--- src/hdl/cfm_pkg.sv ---
/*
  cfm_pkg: constants, register map and state carrier of the clock fail monitor.
  assumes one 100 MHz system clock; all oscillator inputs are asynchronous levels.
*/
`default_nettype none
package cfm_pkg;
  localparam int unsigned CLK_MHZ         = 100;
  localparam logic [1:0]  ADDR_OSC_CTRL   = 2'h0;
  localparam logic [1:0]  ADDR_OSC_STAT   = 2'h1;
  localparam logic [1:0]  ADDR_IRQ_EN_TWO = 2'h2;
  localparam logic [1:0]  ADDR_IRQ_FL_TWO = 2'h3;
  // osc_control fields
  localparam int unsigned IRCF_LSB        = 3;
  localparam int unsigned SCS_LSB         = 0;
  localparam logic [3:0]  IRCF_RESET      = 4'h7;
  localparam logic [1:0]  SCS_RESET       = 2'h0;
  localparam logic [1:0]  SCS_CONFIG      = 2'h0;
  localparam logic [1:0]  SCS_SECONDARY   = 2'h1;
  // osc_status bits
  localparam int unsigned STAT_SECONDARY_READY_FLAG_BIT  = 7;
  localparam int unsigned STAT_EXT_BIT    = 5;
  localparam int unsigned STAT_FRDY_BIT   = 4;
  localparam int unsigned STAT_SRDY_BIT   = 1;
  localparam int unsigned STAT_FSTB_BIT   = 0;
  // flag / enable registers
  localparam int unsigned FAIL_BIT        = 7;
  // config clock modes
  localparam logic [2:0]  MODE_LP         = 3'h0;
  localparam logic [2:0]  MODE_XT         = 3'h1;
  localparam logic [2:0]  MODE_HS         = 3'h2;
  localparam logic [2:0]  MODE_RC         = 3'h3;
  localparam logic [2:0]  MODE_INTERNAL_OSC_BLOCK     = 3'h4;
  localparam logic [2:0]  MODE_EC         = 3'h5;
  // timing
  localparam int unsigned SAMPLE_DIV      = 64;
  localparam int unsigned SETTLE_COUNT    = 1024;
  // internal source codes driven out
  localparam logic [3:0]  SRC_LF31K       = 4'h0;
  localparam logic [3:0]  SRC_HF31K25     = 4'h1;
  localparam logic [3:0]  SRC_HF62K5      = 4'h2;
  localparam logic [3:0]  SRC_HF125K      = 4'h3;
  localparam logic [3:0]  SRC_HF250K      = 4'h4;
  localparam logic [3:0]  SRC_HF500K      = 4'h5;
  localparam logic [3:0]  SRC_MF125K      = 4'h6;
  localparam logic [3:0]  SRC_MF250K      = 4'h7;
  localparam logic [3:0]  SRC_MF500K      = 4'h8;
  localparam logic [3:0]  SRC_HF1M        = 4'h9;
  localparam logic [3:0]  SRC_HF2M        = 4'hA;
  localparam logic [3:0]  SRC_HF4M        = 4'hB;
  localparam logic [3:0]  SRC_HF8M        = 4'hC;
  localparam logic [3:0]  SRC_HF16M       = 4'hD;

  typedef enum logic [1:0] {CFM_SEL_CONFIG, CFM_SEL_SECONDARY, CFM_SEL_INTERNAL} cfm_sel_t;
  typedef enum logic [1:0] {CFM_ST_SETTLE, CFM_ST_RUN, CFM_ST_FAILSAFE, CFM_ST_SLEEP} cfm_st_t;

  typedef struct packed {
    logic [3:0] ircf;
    logic [1:0] scs;
    logic       irq_en;
    logic       fail_flag;
  } cfm_regs_t;

  typedef struct packed {
    cfm_regs_t   regs;
    cfm_st_t     st;
    logic [10:0] settle_cnt;
    logic [5:0]  lf_div;
    logic [2:0]  lf_sync;
    logic [1:0]  ext_sync;
    logic        ext_prev;
    logic        det_latch;
    logic        fail_pend;
    logic [1:0]  misc_sync0;
    logic [1:0]  misc_sync1;
    logic [1:0]  misc_sync2;
    logic [1:0]  misc_sync3;
    logic [1:0]  misc_sync4;
    logic [7:0]  rdata;
    logic        irq;
    cfm_sel_t    sel;
    logic [3:0]  int_src;
    logic        ext_active;
  } cfm_state_t;
endpackage : cfm_pkg
`default_nettype wire

--- src/hdl/cfm_monitor.sv ---
/*
  cfm_monitor: fail-safe clock monitor with oscillator control/status and
  second peripheral flag/enable registers.
  assumes slow rc, external clock and ready inputs are asynchronous levels; the
  clock multiplexer outside follows o_clk_sel glitch-free; register port is one-cycle strobes.
*/
//
// Contract
// - monitor runs only with config enable and only after the settle counter expired or, in ec and rc modes, was skipped
// - monitor covers lp, xt, hs, ec, rc and secondary oscillator modes
// - sample clock is slow rc divided by sixty-four
// - detector latch sets on each falling edge of external clock
// - detector latch clears on each rising edge of sample clock, except in a cycle with an external falling edge or settle expiry
// - failure when a whole sample half period passes without an external falling edge
// - failure moves system clock to internal source and sets clock fail flag
// - fail flag with its enable set raises an interrupt request
// - system clock stays internal until reset, sleep or a select-changing write ends fail-safe and the settle count completes
// - fallback frequency is whatever internal frequency select currently holds
// - fail-safe cleared by reset, sleep, or write changing clock select bits
// - select change restarts settle counter; clock follows the new select bits when it expires
// - firmware clears flag before switching back; hardware sets it again on failure
// - ec and rc modes skip the settle count and monitor at once
// - monitor enable also enables two-speed start-up on internal clock
// - detector inactive during start-up after reset or sleep
// - frequency select 1111=16MHz down to 1011=1MHz, 0111 default 500kHz, 000x slow rc
// - codes 1010..1000 give 500/250/125 kHz from fast rc
// - clock select 1x internal, 01 secondary, 00 configuration clock
// - secondary ready reflects oscillator when enabled, reads one otherwise
// - external active bit is one on configuration clock in an external mode, zero on internal
// - status shows fast rc ready, slow rc ready and fast rc stable
`default_nettype none
module cfm_monitor
  import cfm_pkg::*;
#(
  parameter int unsigned SETTLE_CYCLES = SETTLE_COUNT
) (
  input  wire logic       i_clk_sys,
  input  wire logic       i_srst,
  input  wire logic       i_failure_monitor_enable_cfg,
  input  wire logic [2:0] i_config_clock_select,
  input  wire logic       i_sleep,
  input  wire logic       i_slow_internal_rc,
  input  wire logic       i_ext_clk,
  input  wire logic       i_secondary_osc_enable,
  input  wire logic       i_secondary_osc_ready,
  input  wire logic       i_fast_rc_ready,
  input  wire logic       i_slow_rc_ready,
  input  wire logic       i_fast_rc_stable,
  input  wire logic [1:0] i_addr,
  input  wire logic [7:0] i_wdata,
  input  wire logic       i_wr,
  input  wire logic       i_rd,
  output logic      [7:0] o_rdata,
  output logic            o_irq,
  output logic      [1:0] o_clk_sel,
  output logic      [3:0] o_int_src,
  output logic            o_ext_active
);

  initial begin
    if (SETTLE_CYCLES < 1 || SETTLE_CYCLES > 2047) $error("SETTLE_CYCLES out of range");
  end

  localparam logic [10:0] SETTLE_LAST = 11'(SETTLE_CYCLES - 1);
  localparam logic [5:0]  DIV_HALF    = 6'(SAMPLE_DIV / 2 - 1);

  cfm_state_t q;
  cfm_state_t next_q;

  logic       sample_rise;
  logic       sample_half_done;
  logic       ext_fall;
  logic       mon_on;
  logic       no_settle;
  logic       sel_wr_change;
  logic [7:0] status_v;

  function automatic logic [3:0] decode_ircf(input logic [3:0] code);
    logic [3:0] s;
    s = SRC_LF31K;
    case (code)
      4'hF:    s = SRC_HF16M;
      4'hE:    s = SRC_HF8M;
      4'hD:    s = SRC_HF4M;
      4'hC:    s = SRC_HF2M;
      4'hB:    s = SRC_HF1M;
      4'hA:    s = SRC_HF500K;
      4'h9:    s = SRC_HF250K;
      4'h8:    s = SRC_HF125K;
      4'h7:    s = SRC_MF500K;
      4'h6:    s = SRC_MF250K;
      4'h5:    s = SRC_MF125K;
      4'h4:    s = SRC_HF62K5;
      4'h3,
      4'h2:    s = SRC_HF31K25;
      default: s = SRC_LF31K;
    endcase
    return s;
  endfunction : decode_ircf

  always_comb begin
    // rc and ec need no settle time
    no_settle = (i_config_clock_select == MODE_EC) || (i_config_clock_select == MODE_RC);
    // all external modes are watched, plus the secondary oscillator when selected
    mon_on    = i_failure_monitor_enable_cfg && (q.st == CFM_ST_RUN)
                && (i_config_clock_select != MODE_INTERNAL_OSC_BLOCK || q.regs.scs == SCS_SECONDARY);
    sample_rise      = q.lf_sync[2] && !q.lf_sync[1] && (q.lf_div == 6'h3F);
    sample_half_done = q.lf_sync[2] && !q.lf_sync[1] && (q.lf_div == DIV_HALF);
    ext_fall  = q.ext_prev && !q.ext_sync[1];
    sel_wr_change = i_wr && (i_addr == ADDR_OSC_CTRL) && (i_wdata[SCS_LSB +: 2] != q.regs.scs);
    status_v = 8'h00;
    status_v[STAT_SECONDARY_READY_FLAG_BIT] = q.misc_sync0[1] ? q.misc_sync1[1] : 1'b1;
    status_v[STAT_EXT_BIT]   = q.ext_active;
    status_v[STAT_FRDY_BIT]  = q.misc_sync2[1];
    status_v[STAT_SRDY_BIT]  = q.misc_sync3[1];
    status_v[STAT_FSTB_BIT]  = q.misc_sync4[1];

    next_q = q;
    // two-stage synchronisers, three stages for slow rc; only the last stage is read, slow rc edges use its last two
    next_q.lf_sync    = {q.lf_sync[1], q.lf_sync[0], i_slow_internal_rc};
    next_q.ext_sync   = {q.ext_sync[0], i_ext_clk};
    next_q.ext_prev   = q.ext_sync[1];
    next_q.misc_sync0 = {q.misc_sync0[0], i_secondary_osc_enable};
    next_q.misc_sync1 = {q.misc_sync1[0], i_secondary_osc_ready};
    next_q.misc_sync2 = {q.misc_sync2[0], i_fast_rc_ready};
    // ready levels come from other oscillators, so each gets its own pair
    next_q.misc_sync3 = {q.misc_sync3[0], i_slow_rc_ready};
    next_q.misc_sync4 = {q.misc_sync4[0], i_fast_rc_stable};

    // divide slow rc falling edges by 64
    if (q.lf_sync[2] && !q.lf_sync[1]) begin
      next_q.lf_div = q.lf_div + 6'h01;
    end

    // detector latch: set by external fall, cleared by sample rise
    if (ext_fall) begin
      next_q.det_latch = 1'b1;
    end else if (sample_rise) begin
      next_q.det_latch = 1'b0;
    end
    next_q.fail_pend = mon_on && sample_half_done && !q.det_latch && !ext_fall;

    case (q.st)
      CFM_ST_SETTLE: begin
        // two-speed start-up: run from internal while settle counter runs
        next_q.sel = i_failure_monitor_enable_cfg ? CFM_SEL_INTERNAL : q.sel;
        if (no_settle || q.settle_cnt == SETTLE_LAST) begin
          next_q.st  = CFM_ST_RUN;
          next_q.det_latch = 1'b1;
          next_q.sel = (q.regs.scs[1]) ? CFM_SEL_INTERNAL :
                       (q.regs.scs == SCS_SECONDARY) ? CFM_SEL_SECONDARY : CFM_SEL_CONFIG;
        end else begin
          next_q.settle_cnt = q.settle_cnt + 11'h001;
        end
      end
      CFM_ST_RUN: begin
        next_q.sel = (q.regs.scs[1]) ? CFM_SEL_INTERNAL :
                     (q.regs.scs == SCS_SECONDARY) ? CFM_SEL_SECONDARY : CFM_SEL_CONFIG;
        if (q.fail_pend) begin
          next_q.st  = CFM_ST_FAILSAFE;
          next_q.sel = CFM_SEL_INTERNAL;
        end
      end
      CFM_ST_FAILSAFE: begin
        next_q.sel = CFM_SEL_INTERNAL;
      end
      CFM_ST_SLEEP: begin
        if (!i_sleep) begin
          next_q.st = CFM_ST_SETTLE;
          next_q.settle_cnt = 11'h000;
        end
      end
      default: next_q.st = CFM_ST_SETTLE;
    endcase

    // sleep or a select change clears fail-safe and restarts settling
    if (i_sleep) begin
      next_q.st = CFM_ST_SLEEP;
    end else if (sel_wr_change) begin
      next_q.st = CFM_ST_SETTLE;
      next_q.settle_cnt = 11'h000;
    end

    next_q.int_src    = decode_ircf(q.regs.ircf);
    next_q.ext_active = (next_q.sel == CFM_SEL_CONFIG) && (i_config_clock_select != MODE_INTERNAL_OSC_BLOCK);

    // register writes
    if (i_wr) begin
      case (i_addr)
        ADDR_OSC_CTRL: begin
          next_q.regs.ircf = i_wdata[IRCF_LSB +: 4];
          next_q.regs.scs  = i_wdata[SCS_LSB +: 2];
        end
        ADDR_IRQ_EN_TWO: next_q.regs.irq_en = i_wdata[FAIL_BIT];
        ADDR_IRQ_FL_TWO: next_q.regs.fail_flag = i_wdata[FAIL_BIT];
        default: ;
      endcase
    end
    // hardware set wins over a clearing write in the same cycle
    if (q.fail_pend) begin
      next_q.regs.fail_flag = 1'b1;
    end
    next_q.irq = next_q.regs.fail_flag && next_q.regs.irq_en;

    next_q.rdata = 8'h00;
    if (i_rd) begin
      case (i_addr)
        ADDR_OSC_CTRL:   next_q.rdata = {1'b0, q.regs.ircf, 1'b0, q.regs.scs};
        ADDR_OSC_STAT:   next_q.rdata = status_v;
        ADDR_IRQ_EN_TWO: next_q.rdata = {q.regs.irq_en, 7'h00};
        ADDR_IRQ_FL_TWO: next_q.rdata = {q.regs.fail_flag, 7'h00};
        default:         next_q.rdata = 8'h00;
      endcase
    end
  end

  always_ff @(posedge i_clk_sys) begin
    if (i_srst) begin
      q <= '0;
      q.regs.ircf <= IRCF_RESET;
      q.regs.scs  <= SCS_RESET;
      q.st        <= CFM_ST_SETTLE;
      q.sel       <= CFM_SEL_INTERNAL;
      q.int_src   <= SRC_MF500K;
    end else begin
      q <= next_q;
    end
  end

  assign o_rdata      = q.rdata;
  assign o_irq        = q.irq;
  assign o_clk_sel    = q.sel;
  assign o_int_src    = q.int_src;
  assign o_ext_active = q.ext_active;
endmodule : cfm_monitor
`default_nettype wire

--- config.mk ---
export PLATFORM = sky130hd
export DESIGN_NAME = cfm_monitor
export DESIGN_NICKNAME = d
export VERILOG_FILES = /design/src/hdl/cfm_pkg.sv /design/src/hdl/cfm_monitor.sv
export SDC_FILE = /design/constraint.sdc
export NUM_CORES = 1
export LEC_CHECK = 0
export ABC_CLOCK_PERIOD_IN_PS = 2100
export BUFFER_PORTS_ARGS = -buffer_cell sky130_fd_sc_hd__buf_2
export CORE_MARGIN = 10
export CORE_UTILIZATION = 58
export CTS_BUF_LIST = sky130_fd_sc_hd__clkbuf_2 sky130_fd_sc_hd__clkbuf_4 sky130_fd_sc_hd__clkbuf_8
export DETAILED_ROUTE_END_ITERATION = 6
export GPL_TIMING_DRIVEN = 0
export PLACE_DENSITY_LB_ADDON = 0.1
export SLEW_MARGIN = 25
export SYNTH_ARGS = -nofsm -noshare
export SYNTH_HDL_FRONTEND = slang
export SYNTH_SLANG_ARGS = --single-unit
export TNS_END_PERCENT = 50
--- constraint.sdc ---
create_clock -name i_clk_sys -period 2.1 [get_ports i_clk_sys]
set_input_delay 0.105 -clock i_clk_sys [delete_from_list [all_inputs] [get_ports i_clk_sys]]
set_output_delay 0.105 -clock i_clk_sys [all_outputs]
set_load 0.01 [all_outputs]
## Word level (Yosys, flattened, before mapping)

Memories as Yosys holds them, arrays and structs flattened. A register that Yosys moved wholly into a read port is not among the register bits.
Index checks and enable logic that the tools add are counted.

- Memory bits (read-only): 64
- Flip-flop bits (word level): 57
- Memories kept: 1
- Memory bits (writable): 0
- Bits in latches: 0
- Word-level logic and storage cells: 93
- Output and inout port bits: 16

- Bitwise logic cells: 1
- $add $sub $neg: 2
- Multiply operators: 0
- Equal/unequal tests: 16
- Divide/modulo/power cells: 0
- Muxes and demuxes: 25
- Shifts and indexed selects: 0
- Reductions and logical operators: 27
- $lt $le $gt $ge: 0

Memories:

| memory | depth | bits a word | rd ports | clocked after Yosys merged registers in | wr ports | line | RTL |
|---|---|---|---|---|---|---|---|
| (name not given) | 16 | 4 | 1 | 1 | 0 | cfm_monitor.sv:81 | `case (code)` |

Operators by type and width:

| kind | count |
|---|---|
| 8-bit case mux with 4 select lines | 1 |
| 13-bit two-way mux | 2 |
| 11-bit two-way mux | 2 |
| 11-bit case mux with 2 select lines | 1 |
| 2-bit two-way mux | 8 |
| 1-bit logical AND | 13 |
| 2-bit case mux with 3 select lines | 2 |
| 11-bit by 1-bit adder with 11-bit output (second input constant) | 1 |
| 11-bit by 10-bit == test with 1-bit output (second input constant) | 1 |
| 1-bit two-way mux | 9 |
| 2-bit == test (second input constant) | 4 |
| 4-bit != test (second input constant) | 2 |
| 6-bit by 1-bit adder with 6-bit output (second input constant) | 1 |
| 2-bit by 1-bit == test with 1-bit output (second input constant) | 3 |
| 6-bit by 5-bit == test with 1-bit output (second input constant) | 1 |
| 6-bit == test (second input constant) | 1 |
| 2-bit zero test | 3 |
| 5-bit nonzero test | 1 |
| 1-bit zero test | 4 |
| 3-bit by 2-bit == test with 1-bit output (second input constant) | 1 |
| 3-bit == test (second input constant) | 1 |
| 1-bit logical OR | 3 |
| 3-bit != test (second input constant) | 1 |
| 3-bit AND reduction | 1 |
| other kinds (4) | 4 |

## Longest topological paths before layout

Gate-level depths: netlist (run 1).

- Word-level depth: 7
- Gate-level depth with buffers: 7
- Gate-level depth less buffers: 7

## Least setup slack after synthesis (run 1)

No wires, ideal clock.

- Path kind: reg2reg
- Start point: reg q[40] in the netlist's numbering
- End point: reg q[51] in the netlist's numbering
- Clock period less this slack: 1.898 ns
- Required time: 1.983 ns
- Arrival time: 1.781 ns
- Cell stages (with the launch flop): 7
- Path buffers: 1
- Library setup time: 0.117 ns
- Slack: 0.202 ns
- Cell sequence: dfxtp_1 ha_1 or4b_1 buf_2 a311o_1 mux2i_1 o21ai_1

- Longest elaborated chain between the ends: 4

Ends and longest elaborated chain:

| item | line | RTL |
|---|---|---|
| from (decl) | cfm_monitor.sv:67 | `cfm_state_t q;` |
| from (signal assigned) | cfm_monitor.sv:226 | `q <= next_q;` |
| 11-bit by 10-bit == test with 1-bit output | cfm_monitor.sv:147 | `if (no_settle \|\| q.settle_cnt == SETTLE_LAST) begin` |
| 1-bit logical OR | cfm_monitor.sv:147 |  |
| 4-bit != test (no source line) | - |  |
| 3-bit AND reduction (no source line) | - |  |

Every way passes these cells.
A chain may end at the register's enable or synchronous reset.

## Final worst setup path (run 1)

- Start point: reg q[42] in the netlist's numbering
- End point: reg q[51] in the netlist's numbering

Same word-level chain as after synthesis.

==> impl_metrics.csv, run 1 <==
group,metric,value,unit
outcome,outcome,"finished clean",
hold_path,min_from,"i_rd",
finish,area_growth,21.2,%
cts,htreeDepth,3,
drt,drt_iter0_drc,139,
finish,finalNonFillerCells,412,
sta,fin_crit_sh,94.2,%
sta,setup_viol,0,
worst_setup_path,regToRegSetupSlack,0.12,ns
finish,layout-drive-gt1-share,23.1,%
worst_setup_path,worstReg2RegStart,"q[42]$_SDFF_PP0_",
drt,wirelength,6020,µm
sta,rsz0062_at_grt,"no",
worst_setup_path,crit_path_end_kind,"flip-flop",
drt,wire_per_inst,14.6,µm
worst_setup_path,crit_buf_inv,1,
worst_setup_path,critPathMaxStageDelay,0.50,ns
worst_setup_path,crit_chain,"nand4_1, or4b_1, buf_2, a311o_1, mux2i_1, o21ai_1",
floorplan,io_pins,42,
worst_setup_path,crit_slowest_cell,"or4b_1",
power,power_density,778,mW/mm²
worst_setup_path,setup.worst_path.start_class,"flip-flop",
drt,ant_nets,0,
worst_setup_path,worstPathRequired,2.34,ns
cts,clock_latency,0.35,ns
logic_synthesis,ys_seq_elements,60,
logic_synthesis,avgSynthCellArea,9.23,µm²
global_route,use_met3,6.34,%
sta,hold_violations,0,
global_route,met2_usage,25.4,%
logic_synthesis,synth_top_cell_by_area,"dfxtp_1",
drt,via_count,2248,
power,intPower,0.00183,W
floorplan,start_util,61.0,%
floorplan,dieArea,0.00781,mm²
hold_path,hp-class,"in -> reg",
cts,cts_tree,"built",
finish,num-fill-cells,348,
finish,seq_area,0.00120,mm²
global_route,grtUsageTotal,16.1,%
logic_synthesis,syn-cell-area,0.00271,mm²
global_route,met1_usage,19.4,%
finish,utilization,74.0,%
placed_design,placedCellCount,384,
global_route,grt_max_degree,12,
cts,clkSinkCount,60,
drt,viasPerCell,5.46,
floorplan,chipHeight,88.4,µm
sta,skew,0.00749,ns
floorplan,core,0.00444,mm²
sta,fin_crit,1.98,ns
cts,cts.clk_slew.worst_paths,0.07,ns
logic_synthesis,synth_top_area_share,44.3,%
global_route,grt_busiest_layer,"met2",
cts,cts_buffer_depth,2,
power,clkPwrFrac,35.9,%
cts,cts_root_buf,"clkbuf_8",
finish,num-nets-final,391,
floorplan,die_width,88.4,µm
floorplan,fp-row-count,24,
power,share_comb_of_total_power,16.2,%
logic_synthesis,yosys_most_used_dff,"dfxtp_1",
power,p_seq_share,47.9,%
sta,slew_violations,0,
power,p_total,0.00256,W
worst_setup_path,cp.arrival,2.21,ns
drt,drc,0,
logic_synthesis,yosysSeqAreaShare,44.3,%
logic_synthesis,synth_fp_nets,330,
sta,worstMarginPinSlew,0.605,ns
logic_synthesis,synth_cell_types,45,
logic_synthesis,synthTopCellsByArea,"dfxtp_1, nor2b_1, ha_1",
global_route,grt_pass1_vias,2087,
global_route,grt_overflow,0,
worst_setup_path,r2r_cells,6,
cts,cts-buffers-inserted,9,
power,swShare,28.5,%
global_route,antenna_found_initial,0,
worst_setup_path,critPathKind,"reg -> reg",
hold_path,hold_depth,2,
placed_design,port_buffers,38,
sta,max_freq,506,MHz
worst_setup_path,worst-path-max-fanout,7,
sta,slew_headroom,59.6,%
power,ir_worst_vdd,0.000503,V
placed_design,dp_hpwl,4220,µm
logic_synthesis,async_reset_ff_share,0,%
power,power_switching,0.000730,W
power,leakage,1.37,nW
placed_design,place.gp.congestion,0.875,
finish,multi_input_area,0.00134,mm²
global_route,grt_pass1_wl,9800,µm
logic_synthesis,yosysWarnings,0,
job,cap_violations,0,
sta,tns,0,ns
worst_setup_path,r2r-end,"q[51]$_SDFFE_PP0P_",
finish,n_antenna_cell,0,
logic_synthesis,synth-edff-count,0,
logic_synthesis,synthCells,294,
worst_setup_path,crit_family,"simple AND/OR/NAND/NOR gates",
hold_path,hold_end,"o_rdata[7]$_SDFF_PP0_",
drt,dr.pass1.iters,4,
[routing by layer]
layer,up-vias,wire (µm),part of all wire (%)
met2,54,2900,48
met1,1041,2650,44
li1,1144,-,-
met4,0,99,1.6
met3,9,361,6.0
met5,-,0,0
[registers in the layout, indices dropped and copies added (netlist names)]
| register | cells |
|---|---|
| o_irq | 1 |
| next_q | 9 |
| o_ext_active | 1 |
| o_clk_sel | 2 |
| o_int_src | 4 |
| q | 36 |
| o_rdata | 7 |
[placed cells by master, fill, tap and decap left out, types with 4 or more instances in the layout]
master	n
a21o_1	5
a21oi_1	9
a311oi_1	6
a31oi_1	7
buf_2	39
buf_4	16
clkbuf_1	12
clkbuf_8	10
dfxtp_1	57
dlygate4sd3_1	10
ha_1	9
inv_1	9
mux2i_1	12
nand2_1	11
nand2b_1	5
nand3_1	10
nand4_1	4
nor2_1	33
nor2b_1	22
nor3_1	7
nor3b_1	5
o21ai_0	7
xor2_1	5
[synthesized netlist by cell type (6+ instances only)]
master / n
a21oi_1: 9
a311oi_1: 6
a31oi_1: 7
buf_4: 14
clkbuf_1: 12
dfxtp_1: 60
ha_1: 10
inv_1: 9
mux2i_1: 12
nand2_1: 11
nand3_1: 10
nor2_1: 33
nor2b_1: 22
nor3_1: 8
o21ai_0: 7
[layout make-up]
class | instances | area share (%)
Clock inverter | 6 | 1.18
Timing Repair Buffer | 50 | 9.29
Sequential cell | 60 | 36.7
Buffer | 28 | 4.83
Clock buffer | 10 | 4.19
Multi-Input combinational cell | 197 | 40.8
Inverter | 9 | 1.03
Tap cell | 52 | 1.98
[power groups by stage]
stage          sequential, W  clock, W  combinational [W]
3_3_place_gp         0.00125         0           0.000387
3_5_place_dp         0.00125         0           0.000394
5_1_grt              0.00123   0.00100           0.000462
6_report             0.00123  0.000918           0.000414
2_1_floorplan        0.00124         0           0.000280
4_1_cts              0.00122  0.000933           0.000411
[worst register-to-register path, stage by stage (launching register included)]
cell and delay [ns]:
dfxtp_1 0.42, nand4_1 0.14, or4b_1 0.50, buf_2 0.17, a311o_1 0.37, mux2i_1 0.19
o21ai_1 0.08
[cells by family (layout without fill, tap and decap cells)]
family | after synthesis | in the layout | synth area share [%]
AO/OA/AOI/OAI | 54 | 54 | 13.9
XOR/XNOR | 8 | 8 | 2.58
adder cells (fa/ha/maj) | 10 | 10 | 4.61
buffers and inverters | 37 | 103 | 7.10
flip-flops | 60 | 60 | 44.3
multiplexers | 16 | 16 | 6.50
other | 1 | 1 | 0.138
AND/OR/NAND/NOR | 108 | 108 | 20.9
[through the flow]
stage | hold slack [ns] | worst slack [ns] | cell area, µm²
final | 0.0324 | 0.123 | 3290
after global routing | 0.0221 | 0.000894 | 3290
after CTS | 0.0239 | 0.0127 | 3240
after detailed placement | 0.314 | 0.0237 | 2970
after global placement | 0.313 | 0.0591 | 2970
after floorplan | 0.223 | 0.202 | 2710
[repair_timing]
action / 4_1_cts / 5_1_grt
gates resized for setup: 0 / 7
setup endpoints to repair: 0 / 9
hold buffers: 10 / 0
setup buffers: 0 / 2
hold endpoints to repair: 10 / 0
[worst max-delay path by stage]
stage | depth (start not counted) | end | start
after detailed placement | 6 | q[51]$_SDFFE_PP0P_ | q[41]$_SDFF_PP0_
after global placement | 5 | q[46]$_SDFF_PP0_ | q[40]$_SDFF_PP0_
after global routing | 6 | q[51]$_SDFFE_PP0P_ | q[47]$_SDFF_PP0_
after CTS | 6 | q[51]$_SDFFE_PP0P_ | q[40]$_SDFF_PP0_
after floorplan | 6 | q[51]$_SDFFE_PP0P_ | q[40]$_SDFF_PP0_
final | 6 | q[51]$_SDFFE_PP0P_ | q[42]$_SDFF_PP0_
(Power assumes the default switching activity.)
==> run 2: changes to the inputs <==
Settings changed: ABC_CLOCK_PERIOD_IN_PS 2100 to 2500, CORE_UTILIZATION 58 to 60.
Clock period 2.1 ns to 2.5 ns, I/O delays scaled along.
==> run 2 against run 1 <==
Against the previous run: fmax fell by 5.3%; hold slack got worse by 0.027 ns; sequential share of layout area grew 0.51 points; critical path type unchanged; largest cell class unchanged.
==> impl_metrics.csv, run 2 (synthesis results as in run 1) <==
group,metric,value,unit
power,intPower,0.00166,W
drt,dr.pass1.iters,4,
cts,clkSinkCount,60,
sta,fin_crit_sh,83.5,%
sta,worstMarginPinSlew,0.776,ns
drt,drt_iter0_drc,135,
cts,cts-buffers-inserted,9,
floorplan,core,0.00435,mm²
sta,slew_violations,0,
placed_design,place.gp.congestion,0.889,
sta,setup_viol,0,
sta,max_freq,479,MHz
power,swShare,25.5,%
finish,area_growth,19.1,%
power,share_comb_of_total_power,15.3,%
drt,wirelength,5920,µm
placed_design,placedCellCount,384,
floorplan,start_util,62.3,%
power,ir_worst_vdd,0.000513,V
floorplan,fp-row-count,24,
placed_design,place_area,0.00297,mm²
drt,wire_per_inst,14.6,µm
worst_setup_path,crit_path_end_kind,"flip-flop",
sta,slew_headroom,47.5,%
drt,drc,0,
floorplan,io_pins,42,
drt,ant_nets,0,
power,power_switching,0.000569,W
cts,htreeDepth,3,
worst_setup_path,crit_chain,"ha_1, nor4b_1, nor3_1, a31oi_1, a311oi_1",
power,p_seq_share,46.1,%
finish,top_register,"q",
global_route,grt_busiest_layer,"met2",
placed_design,port_buffers,38,
placed_design,dp_hpwl,4250,µm
hold_path,hp-class,"in -> reg",
finish,n_antenna_cell,0,
floorplan,dieArea,0.00761,mm²
job,cap_violations,0,
sta,skew,0.00788,ns
sta,layout_setup_ws,0.412,ns
global_route,grt_pass1_vias,2207,
global_route,grtUsageTotal,16.3,%
global_route,met1_usage,18.5,%
worst_setup_path,worst-path-max-fanout,8,
power,clkPwrFrac,38.6,%
drt,via_count,2253,
global_route,antenna_found_initial,0,
sta,fin_crit,2.09,ns
cts,cts.clk_slew.worst_paths,0.06,ns
floorplan,chipHeight,87.2,µm
sta,hold_violations,0,
power,power_density,690,mW/mm²
worst_setup_path,cp.arrival,2.28,ns
worst_setup_path,critPathKind,"reg -> reg",
worst_setup_path,crit_slowest_cell,"nor4b_1",
worst_setup_path,setup.worst_path.start_class,"flip-flop",
global_route,met2_usage,27.4,%
outcome,outcome,"finished clean",
placed_design,pre_cts_ws,0.447,ns
global_route,use_met3,4.59,%
worst_setup_path,critPathMaxStageDelay,0.68,ns
finish,design_area,0.00323,mm²
finish,num-nets-final,386,
sta,tns,0,ns
global_route,grt_overflow,0,
cts,cts_buffer_depth,2,
worst_setup_path,worstPathRequired,2.69,ns
sta,rsz0062_at_grt,"no",
finish,layout.cells.most_common_list,"dfxtp_1, buf_2, nor2_1",
power,leakage,1.36,nW
finish,final_common_cell,"dfxtp_1",
cts,cts_root_buf,"clkbuf_8",
global_route,grt_pass1_wl,9920,µm
global_route,grt_max_degree,11,
floorplan,die_width,87.2,µm
cts,cts_tree,"built",
worst_setup_path,regToRegSetupSlack,0.41,ns
drt,viasPerCell,5.56,
finish,layout-drive-gt1-share,20.7,%
cts,clock_latency,0.34,ns
finish,finalNonFillerCells,405,
finish,largest_reg_flops,36,
run 2: changes by cell type in the layout (fill, tap and decap cells not counted), sizes merged:
cell,previous run,this run
dlygate4sd3,10,7
buf,56,54
clkbuf,22,24
clkinv,3,1
clkinvlp,2,0
bufinv,0,1
inv,10,9
run 2: final cells by class:
class                   instances  area [µm²]
fillers                       343        1120
clock buffers                  12         159
repair buffers                 45         260
clock inverters                 2        35.0
well taps                      52        65.1
multi-input cells             197        1320
inverters                       9        33.8
flip-flops and latches         60        1200
plain buffers                  28         159
run 2: power by group through the flow:
stage | clock [W] | sequential [W] | combinational, W
floorplan | 0 | 0.00104 | 0.000235
global placement | 0 | 0.00105 | 0.000324
detailed placement | 0 | 0.00105 | 0.000332
CTS | 0.000874 | 0.00103 | 0.000342
global route | 0.000919 | 0.00103 | 0.000384
finish | 0.000860 | 0.00103 | 0.000342
run 2: path summary, 6_finish.rpt:
check	startpoint	to	depth (start not counted)
setup / recovery	q[40]$_SDFF_PP0_	q[46]$_SDFF_PP0_	5
hold / removal	i_fast_rc_stable	next_q[17]$_SDFF_PP0_	2
setup reg to reg	q[40]$_SDFF_PP0_	q[46]$_SDFF_PP0_	5
hold reg to reg	next_q[17]$_SDFF_PP0_	q[17]$_SDFF_PP0_	1
run 2: timing repair:
action                     4_1_cts  5_1_grt
resized for setup                0        0
hold endpoints to repair         7        0
setup endpoints to repair        0        0
setup buffers                    0        0
hold buffers                     7        0
run 2: per-stage QoR:
stage / util [%] / power (W) / hold WS (ns)
after detailed placement: 68.2 / 0.00138 / 0.337
after global routing: 74.2 / 0.00234 / 0.0324
after CTS: 74.2 / 0.00224 / 0.00235
after floorplan: - / 0.00128 / 0.243
final: 74.2 / 0.00223 / 0.00530
after global placement: 68.2 / 0.00137 / 0.332
run 2: worst max-delay path, delay by kind of cell (launching register included):
kind	cells	cell delay [ns]
DFF	1	0.39
AOI/OAI and AO/OA	2	0.29
and+or+nand+nor	2	0.94
adders and majority gates	1	0.33
run 2: layer usage:
| metal | part of all wire (%) | wire length (µm) |
|---|---|---|
| met3 | 4.9 | 293 |
| met4 | 2.0 | 119 |
| met1 | 42 | 2500 |
| met5 | 0 | 0 |
| met2 | 51 | 3010 |
